$ cat src/adccfg_cfg.svh
// constants for the converter configuration block: offsets, fields, resets
// assumes byte addressing on a 32-bit apb bus, one register per word
`ifndef ADCCFG_CFG_SVH
`define ADCCFG_CFG_SVH
// register byte offsets
`define ADCCFG_OFF_CHAN 8'h00
`define ADCCFG_OFF_SRC 8'h04
`define ADCCFG_OFF_REF 8'h08
`define ADCCFG_OFF_BG 8'h0C
`define ADCCFG_OFF_PIN 8'h10
`define ADCCFG_OFF_STAT 8'h14
// writable bit masks, unimplemented bits are held at zero
`define ADCCFG_MASK_CHAN 32'h0000000F
`define ADCCFG_MASK_SRC 32'h000000F7
`define ADCCFG_MASK_REF 32'h0000009F
`define ADCCFG_MASK_BG 32'h00000001
`define ADCCFG_MASK_PIN 32'h000001FF
// reset values
`define ADCCFG_RST_CHAN 4'h0
`define ADCCFG_RST_SRC 8'h00
`define ADCCFG_RST_REF 8'h00
`define ADCCFG_RST_BG 1'b0
`define ADCCFG_RST_PIN 9'h000
// field positions
`define ADCCFG_SRC_MSB 7
`define ADCCFG_SRC_LSB 4
`define ADCCFG_DIV_MSB 2
`define ADCCFG_DIV_LSB 0
`define ADCCFG_AMP_EN_BIT 7
`define ADCCFG_AMP_IN_BIT 4
`define ADCCFG_REFSEL_MSB 3
`define ADCCFG_REFSEL_LSB 2
`define ADCCFG_GAIN_MSB 1
`define ADCCFG_GAIN_LSB 0
// channel and divider figures
`define ADCCFG_NUM_PINS 9
`define ADCCFG_LAST_CHAN 4'h8
`define ADCCFG_DIV_CNT_W 7
`endif

$ cat src/adccfg_pkg.sv
// types shared by the converter configuration block
// assumes nothing beyond the constants header
package adccfg_pkg;
  // class of the selected converter input
  typedef enum logic [1:0] {
    ADCCFG_SRC_EXT = 2'b00,
    ADCCFG_SRC_INT = 2'b01,
    ADCCFG_SRC_GND = 2'b10
  } adccfg_src_t;
  // converter reference choice
  typedef enum logic [1:0] {
    ADCCFG_REF_SUPPLY = 2'b00,
    ADCCFG_REF_PIN = 2'b01,
    ADCCFG_REF_AMP = 2'b10
  } adccfg_ref_t;
endpackage

$ cat src/adccfg_top.sv
// converter configuration: apb registers, input routing, reference, clock divider
// assumes an apb master on i_ref_clk and an analog core taking the one-hot selects
// How it works
// - source 0000, 0100, 11xx route the pin picked by channel_select, codes 0-8.
// - codes 0001-0011 route supply, supply/2, supply/4 to the converter.
// - codes 0101-0111 route amplifier output, its half, its quarter.
// - codes 10xx tie the converter input to ground only.
// - internal sources disconnect every external pin whatever channel_select holds.
// - external source with channel 1001-1111 connects nothing, input floats.
// - bit 3 of the source/clock register reads zero.
// - divider code 000-111 gives conversion enable at clock/1 up to clock/128.
// - gain_amp_enable powers the reference amplifier.
// - bits 6 and 5 of the reference control register read zero.
// - amp_input_select 1 feeds bandgap and drops the amplifier reference pin.
// - reference_select 00 supply, 01 reference pin, 1x amplifier output.
// - internal reference choice disconnects the external reference pin.
// - amp_gain_select passes gain code 00-11 to the amplifier.
// - bandgap_enable turns the bandgap reference on.
// - bits 7 to 1 of bandgap control read zero.
// - analog pin function drops original function and pull-high.
// - analog pin function overrides port direction control.
// - channel_select sits in bits 3-0 of the channel register.
//
// Chosen here: the APB slave port and the register offsets.
`timescale 1ns/1ps
`default_nettype none
`include "adccfg_cfg.svh"
module adccfg_top (
  input wire logic i_ref_clk, // system clock, 100 MHz
  input wire logic i_resetn, // async reset, active low
  input wire logic i_psel, // apb select
  input wire logic i_penable, // apb enable
  input wire logic i_pwrite, // apb direction
  input wire logic [7:0] i_paddr, // apb byte address
  input wire logic [31:0] i_pwdata, // apb write data
  output logic [31:0] o_prdata, // apb read data
  output logic o_pready, // apb ready
  output logic o_pslverr, // apb error, unmapped address
  input wire logic [8:0] i_port_out_en, // port direction, 1 = output
  input wire logic [8:0] i_pull_high_req, // programmed pull-high per pin
  output logic [8:0] o_ext_chan, // one-hot analog pin to converter
  output logic [5:0] o_int_src, // supply,/2,/4,amp,/2,/4
  output logic o_adc_gnd, // converter input tied to ground
  output logic [1:0] o_ref_sel, // converter reference choice
  output logic o_vref_pin_en, // external reference pin connected
  output logic o_amp_en, // reference amplifier powered
  output logic o_amp_from_bandgap, // amplifier fed from bandgap
  output logic o_amp_pin_en, // amplifier reference pin connected
  output logic [1:0] o_amp_gain, // amplifier gain code
  output logic o_bandgap_en, // bandgap reference on
  output logic o_conv_clk_en, // one-cycle conversion clock enable
  output logic [8:0] o_pin_analog, // pin in analog input function
  output logic [8:0] o_port_out_en, // port drive after analog override
  output logic [8:0] o_pull_high_en // pull-high after analog override
);
  import adccfg_pkg::*;

  ////////////////////////////////////////////////////////////////////////
  // registers
  logic [3:0] chan_r;
  logic [7:0] src_r;
  logic [7:0] ref_r;
  logic bg_r;
  logic [8:0] pin_r;
  logic [`ADCCFG_DIV_CNT_W-1:0] cnt_r;
  logic [31:0] rd_nxt;
  logic hit_nxt;
  logic wr_go;
  logic [31:0] wd;
  logic [31:0] wchan;
  logic [31:0] wsrc;
  logic [31:0] wref;

  // apb: setup cycle latches answer, access cycle completes with zero wait
  assign wr_go = i_psel && i_penable && o_pready && i_pwrite && !o_pslverr;

  // decode and read mux, unimplemented bits come back as zero
  always_comb begin
    rd_nxt = 32'h00000000;
    hit_nxt = 1'b1;
    unique case (i_paddr)
      `ADCCFG_OFF_CHAN: rd_nxt = {28'h0000000, chan_r};
      `ADCCFG_OFF_SRC: rd_nxt = {24'h000000, src_r} & `ADCCFG_MASK_SRC;
      `ADCCFG_OFF_REF: rd_nxt = {24'h000000, ref_r} & `ADCCFG_MASK_REF;
      `ADCCFG_OFF_BG: rd_nxt = {31'h00000000, bg_r};
      `ADCCFG_OFF_PIN: rd_nxt = {23'h000000, pin_r};
      `ADCCFG_OFF_STAT: rd_nxt = {16'h0000, o_adc_gnd, o_int_src, o_ext_chan};
      default: hit_nxt = 1'b0;
    endcase
  end

  // bus answer flops, so the ports come straight from registers
  always_ff @(posedge i_ref_clk or negedge i_resetn) begin
    if (!i_resetn) begin
      o_prdata <= 32'h00000000;
      o_pready <= 1'b0;
      o_pslverr <= 1'b0;
    end else if (i_psel && !i_penable) begin
      o_prdata <= i_pwrite ? 32'h00000000 : rd_nxt;
      o_pready <= 1'b1;
      o_pslverr <= !hit_nxt;
    end else begin
      o_pready <= 1'b0;
      o_pslverr <= 1'b0;
    end
  end

  // software-written fields; masks keep unimplemented bits at zero
  assign wd = i_pwdata;
  // masks come from the constants so a reserved bit can never be stored
  assign wchan = wd & `ADCCFG_MASK_CHAN;
  assign wsrc = wd & `ADCCFG_MASK_SRC;
  assign wref = wd & `ADCCFG_MASK_REF;
  always_ff @(posedge i_ref_clk or negedge i_resetn) begin
    if (!i_resetn) begin
      chan_r <= `ADCCFG_RST_CHAN;
      src_r <= `ADCCFG_RST_SRC;
      ref_r <= `ADCCFG_RST_REF;
      bg_r <= `ADCCFG_RST_BG;
      pin_r <= `ADCCFG_RST_PIN;
    end else if (wr_go) begin
      unique case (i_paddr)
        `ADCCFG_OFF_CHAN: chan_r <= wchan[3:0];
        `ADCCFG_OFF_SRC: src_r <= wsrc[7:0];
        `ADCCFG_OFF_REF: ref_r <= wref[7:0];
        `ADCCFG_OFF_BG: bg_r <= wd[0];
        `ADCCFG_OFF_PIN: pin_r <= wd[8:0];
        default: ;
      endcase
    end
  end

  ////////////////////////////////////////////////////////////////////////
  // input routing
  logic [3:0] sel;
  adccfg_src_t cls;
  logic [8:0] ext_nxt;
  logic [5:0] int_nxt;

  assign sel = src_r[`ADCCFG_SRC_MSB:`ADCCFG_SRC_LSB];

  // classify the source code; one-hot selects never join pin and internal
  always_comb begin
    ext_nxt = 9'h000;
    int_nxt = 6'h00;
    cls = ADCCFG_SRC_EXT;
    unique casez (sel)
      4'b0000, 4'b0100, 4'b11??: cls = ADCCFG_SRC_EXT;
      4'b0001: begin cls = ADCCFG_SRC_INT; int_nxt = 6'h01; end
      4'b0010: begin cls = ADCCFG_SRC_INT; int_nxt = 6'h02; end
      4'b0011: begin cls = ADCCFG_SRC_INT; int_nxt = 6'h04; end
      4'b0101: begin cls = ADCCFG_SRC_INT; int_nxt = 6'h08; end
      4'b0110: begin cls = ADCCFG_SRC_INT; int_nxt = 6'h10; end
      4'b0111: begin cls = ADCCFG_SRC_INT; int_nxt = 6'h20; end
      4'b10??: cls = ADCCFG_SRC_GND;
    endcase
    // only an external class may reach a pin; codes above 8 float
    if (cls == ADCCFG_SRC_EXT && chan_r <= `ADCCFG_LAST_CHAN) begin
      ext_nxt = 9'(9'h001 << chan_r);
    end
  end

  always_ff @(posedge i_ref_clk or negedge i_resetn) begin
    if (!i_resetn) begin
      o_ext_chan <= 9'h000;
      o_int_src <= 6'h00;
      o_adc_gnd <= 1'b0;
    end else begin
      o_ext_chan <= ext_nxt;
      o_int_src <= int_nxt;
      o_adc_gnd <= (cls == ADCCFG_SRC_GND);
    end
  end

  ////////////////////////////////////////////////////////////////////////
  // reference and amplifier
  logic [1:0] rsel;
  adccfg_ref_t ref_nxt;
  assign rsel = ref_r[`ADCCFG_REFSEL_MSB:`ADCCFG_REFSEL_LSB];

  // 1x both mean amplifier output
  always_comb begin
    unique casez (rsel)
      2'b00: ref_nxt = ADCCFG_REF_SUPPLY;
      2'b01: ref_nxt = ADCCFG_REF_PIN;
      default: ref_nxt = ADCCFG_REF_AMP;
    endcase
  end

  // amplifier use is software's job; the block does not force it on
  always_ff @(posedge i_ref_clk or negedge i_resetn) begin
    if (!i_resetn) begin
      o_ref_sel <= 2'b00;
      o_vref_pin_en <= 1'b0;
      o_amp_en <= 1'b0;
      o_amp_from_bandgap <= 1'b0;
      o_amp_pin_en <= 1'b0;
      o_amp_gain <= 2'b00;
      o_bandgap_en <= 1'b0;
    end else begin
      o_ref_sel <= ref_nxt;
      o_vref_pin_en <= (ref_nxt == ADCCFG_REF_PIN);
      o_amp_en <= ref_r[`ADCCFG_AMP_EN_BIT];
      o_amp_from_bandgap <= ref_r[`ADCCFG_AMP_IN_BIT];
      o_amp_pin_en <= !ref_r[`ADCCFG_AMP_IN_BIT];
      o_amp_gain <= ref_r[`ADCCFG_GAIN_MSB:`ADCCFG_GAIN_LSB];
      o_bandgap_en <= bg_r;
    end
  end

  ////////////////////////////////////////////////////////////////////////
  // conversion clock enable
  logic [2:0] div;
  logic [`ADCCFG_DIV_CNT_W-1:0] dmask;
  logic [7:0] dfull;
  assign div = src_r[`ADCCFG_DIV_MSB:`ADCCFG_DIV_LSB];
  // mask of 2^div - 1; a new code takes effect at the next wrap of its bits
  assign dfull = (8'h01 << div) - 8'h01;
  assign dmask = dfull[`ADCCFG_DIV_CNT_W-1:0];

  // free counter, never reset by a code change
  always_ff @(posedge i_ref_clk or negedge i_resetn) begin
    if (!i_resetn) begin
      cnt_r <= '0;
      o_conv_clk_en <= 1'b0;
    end else begin
      cnt_r <= cnt_r + 1'b1;
      o_conv_clk_en <= (cnt_r & dmask) == dmask;
    end
  end

  ////////////////////////////////////////////////////////////////////////
  // pin function override
  // analog function wins over direction and pull-high settings
  always_ff @(posedge i_ref_clk or negedge i_resetn) begin
    if (!i_resetn) begin
      o_pin_analog <= 9'h000;
      o_port_out_en <= 9'h000;
      o_pull_high_en <= 9'h000;
    end else begin
      o_pin_analog <= pin_r;
      o_port_out_en <= i_port_out_en & ~pin_r;
      o_pull_high_en <= i_pull_high_req & ~pin_r;
    end
  end
endmodule
`default_nettype wire

$ cat config.mk
export PLATFORM = sky130hd
export DESIGN_NAME = adccfg_top
export DESIGN_NICKNAME = d
export VERILOG_FILES = /design/src/adccfg_pkg.sv /design/src/adccfg_top.sv
export VERILOG_INCLUDE_DIRS = /design/src
export SDC_FILE = /design/constraint.sdc
export NUM_CORES = 1
export LEC_CHECK = 0
export BUFFER_PORTS_ARGS = -buffer_cell sky130_fd_sc_hd__buf_4
export CELL_PAD_IN_SITES_DETAIL_PLACEMENT = 0
export CELL_PAD_IN_SITES_GLOBAL_PLACEMENT = 1
export CORE_ASPECT_RATIO = 0.8
export CORE_MARGIN = 2
export CORE_UTILIZATION = 30
export CTS_CLUSTER_SIZE = 12
export DETAILED_ROUTE_END_ITERATION = 8
export HOLD_SLACK_MARGIN = 0.08
export PLACE_DENSITY_LB_ADDON = 0.15
export RECOVER_POWER = 100
export SETUP_SLACK_MARGIN = 0.3
export SYNTH_ARGS = -nofsm -noshare
export SYNTH_HDL_FRONTEND = slang
export SYNTH_SLANG_ARGS = --single-unit
$ cat constraint.sdc
create_clock -name i_ref_clk -period 2.6 [get_ports i_ref_clk]
set_clock_uncertainty 0.05 [all_clocks]
set_input_delay 0.39 -clock i_ref_clk [delete_from_list [all_inputs] [get_ports i_ref_clk]]
set_output_delay 0.39 -clock i_ref_clk [all_outputs]
set_load 0.02 [all_outputs]
==> metrics <==
area of placed instances=5060 µm²; Core ar.=13410 µm²; Final Hold Viols=0; largest net degree at the start of global routing=45; fraction of registers with async set/reset=1.000; min cycle time layout=2.005 ns; post-layout instance area=5041 µm²; R2R depth=3; Synth Instances=301; Post-route DRC=0; Synth cell types=44; area of the multi-input gates=1291 µm²; Vias/cell=4.497; Hold Path Depth=2; Worst setup EP type=flip-flop; Setup CP Type=input pin to flip-flop; Min-Delay Path Class=input pin to flip-flop; Final Wtd Congestion=0.7390; clock buffer count from CTS=9; setup violators final=0; Post-CTS Setup Bufs=0; VDD IR max=0.2697 mV; R2R Path Start=o_pready$_DFF_PN0_; setup TNS=0 ns; Max Slew Vio Count=0; IO buf count=110; H-tree levels=3; status=completed; TritonCTS clock tree=done; DP Worst Slack=0.6340 ns; Post-synth EDFFs=0; Startpoint Class=input pin; Pwr Total=3.126 mW; vias in the first global route=2798; layout cells sized above 1=0.2238; synthesized area=4071 µm²; final worst setup slack=0.5950 ns; Slew headroom=0.2184; PwrDens=620.2 nW/µm²; # fillers=1408; Post-DRT Antenna Nets=0; Leak=2.370 nW; Yosys warnings=0; worst path arrival time=2.19 ns; Commonest cells post-synth=dfrtp_1 (104), mux2_2 (30), nor2b_1 (24); period utilization=0.7711; Clock Tree Buf Depth=2; min-delay src=i_pull_high_req[0]; Worst Hold Endpoint=o_pull_high_en[0]$_DFF_PN0_; antenna cells=0; Die Wd=134.2 µm; register area share after synthesis=0.6392; share of the synthesized area in the top cell type=0.6392; Mean Syn Cell Area=13.53 µm²; first-pass GRT wire length=15.36 mm; total grt overflow=0; DR pass1 iterations=4; Starting Density=0.3037; reg-to-reg slack, setup=0.78 ns; chip height=108.2 µm; Req. time, crit path=2.78 ns; Slew @ Worst Pin=1.172 ns; Final nets=480; area grow syn2layout=23.82%; top cells by area, synth=dfrtp_1 (64%), mux2_2 (8.3%), nor2b_1 (3.7%); Total GRT Usage=0.1400; Synth Register Bits=104; Max Cap Violations=0; most frequent cell after synthesis=dfrtp_1; clock transition at the registers of the reported paths=0.07 ns; Root Driver=clkbuf_16; Boundary Pins=150; initial antenna violation count=0; Via Count=2698; Max Clk Rate=498.8 MHz; full die area=14520 µm²; Clock Latency Late Sink=0.34 ns; FF+latch area=2603 µm²; initial DRC count=170; routed len/inst=16.09 µm; CP Max Fanout=10; post-DP HPWL=7.008 mm; Reg-to-Reg End=pin_r[7]$_DFFE_PN0P_; num rows=38; RSZ-0062 raised after global routing=false; top cell type by total area after synthesis=dfrtp_1; clock sinks=104; final wirelength=9.653 mm; ys flop type=dfrtp_1
## area by class of cell
class	instances	share of cell area
well taps	180	0.04468
inverters	8	0.005957
repair buffers	116	0.1209
clock buffers	11	0.05014
clock inverters	4	0.005957
flip-flops and latches	104	0.5163
multi-input cells	177	0.2561
## stage by stage
stage | hold WS [ns] | utilization | instances
after floorplan | 0.04441 | - | 316
after global placement | 0.3321 | 0.3774 | 584
final | 0.2110 | 0.3760 | 600
after detailed placement | 0.3347 | 0.3774 | 584
after global routing | 0.2104 | 0.3760 | 600
after CTS | 0.2055 | 0.3992 | 600
## cell usage in the layout, fill, tap and decap left out, types with 3 or more instances in the layout
| cell type | instances |
|---|---|
| nor2_1 | 15 |
| o21ai_0 | 9 |
| buf_4 | 39 |
| a32oi_1 | 6 |
| nand2_1 | 7 |
| mux2_2 | 30 |
| clkbuf_1 | 73 |
| dfrtp_1 | 104 |
| nand2b_1 | 7 |
| nand4_1 | 4 |
| nor3_1 | 8 |
| inv_1 | 8 |
| xor2_1 | 3 |
| clkbuf_16 | 9 |
| nor2b_1 | 24 |
| nand3_1 | 4 |
| a22oi_1 | 5 |
| mux4_2 | 3 |
| a22o_1 | 7 |
| conb_1 | 16 |
| a21oi_1 | 3 |
## registers in the layout, indices dropped and copies added (netlist names), 4 cells and up
| signal | flops |
|---|---|
| src_r | 7 |
| ref_r | 6 |
| chan_r | 4 |
| o_pin_analog | 9 |
| o_port_out_en | 9 |
| o_int_src | 6 |
| o_pull_high_en | 9 |
| o_prdata | 16 |
| pin_r | 9 |
| o_ext_chan | 9 |
| cnt_r | 7 |
## per-layer routing
layer | track usage | share of wire | wire length (µm)
met5 | 0 | 0 | 0
met4 | 0.04737 | 0.013 | 123
met3 | 0.03985 | 0.064 | 621
met1 | 0.1930 | 0.48 | 4587
met2 | 0.2128 | 0.45 | 4320
## repair_timing
action                                  CTS  global route
endpoints found under the hold margin    41             0
hold buffers                              1             0
endpoints found under the setup margin    0             0
resized for setup                         0             0
## critical path, cell delays in order
cell      delay (ns)
buf_4           0.20
clkbuf_1        0.41
and3_1          0.23
nand3_1         0.46
mux2_1          0.49
## where the power goes
part | switching, mW | internal [mW]
sequential | 0.00759 | 1.64
combinational | 0.131 | 0.0695
clock | 0.584 | 0.698
total | 0.723 | 2.40
## cell families (layout without fill, tap and decap cells)
logic type,count (synthesis),after routing,share of synthesized area
flops,104,104,0.6392
simple gates,83,83,0.1272
fa+ha+maj,1,1,0.003073
other cells,1,16,0.0009211
compound gates,37,37,0.06515
mux,35,35,0.1048
buf+inv,35,139,0.04886
xor+xnor,5,5,0.01076
## worst max-delay path by stage
stage | slack [ns] | from | cells past startpoint | endpoint
2_1_floorplan | 0.97 | i_paddr[4] | 4 | src_r[0]$_DFFE_PN0P_
4_1_cts | 0.94 | o_pready$_DFF_PN0_ | 3 | src_r[6]$_DFFE_PN0P_
3_5_place_dp | 0.63 | i_paddr[1] | 5 | src_r[6]$_DFFE_PN0P_
3_3_place_gp | 0.64 | i_paddr[1] | 5 | src_r[7]$_DFFE_PN0P_
6_report | 0.60 | i_paddr[4] | 5 | pin_r[7]$_DFFE_PN0P_
5_1_grt | 0.44 | i_paddr[4] | 5 | pin_r[7]$_DFFE_PN0P_
No activity file was read; power rests on OpenSTA's default activity.
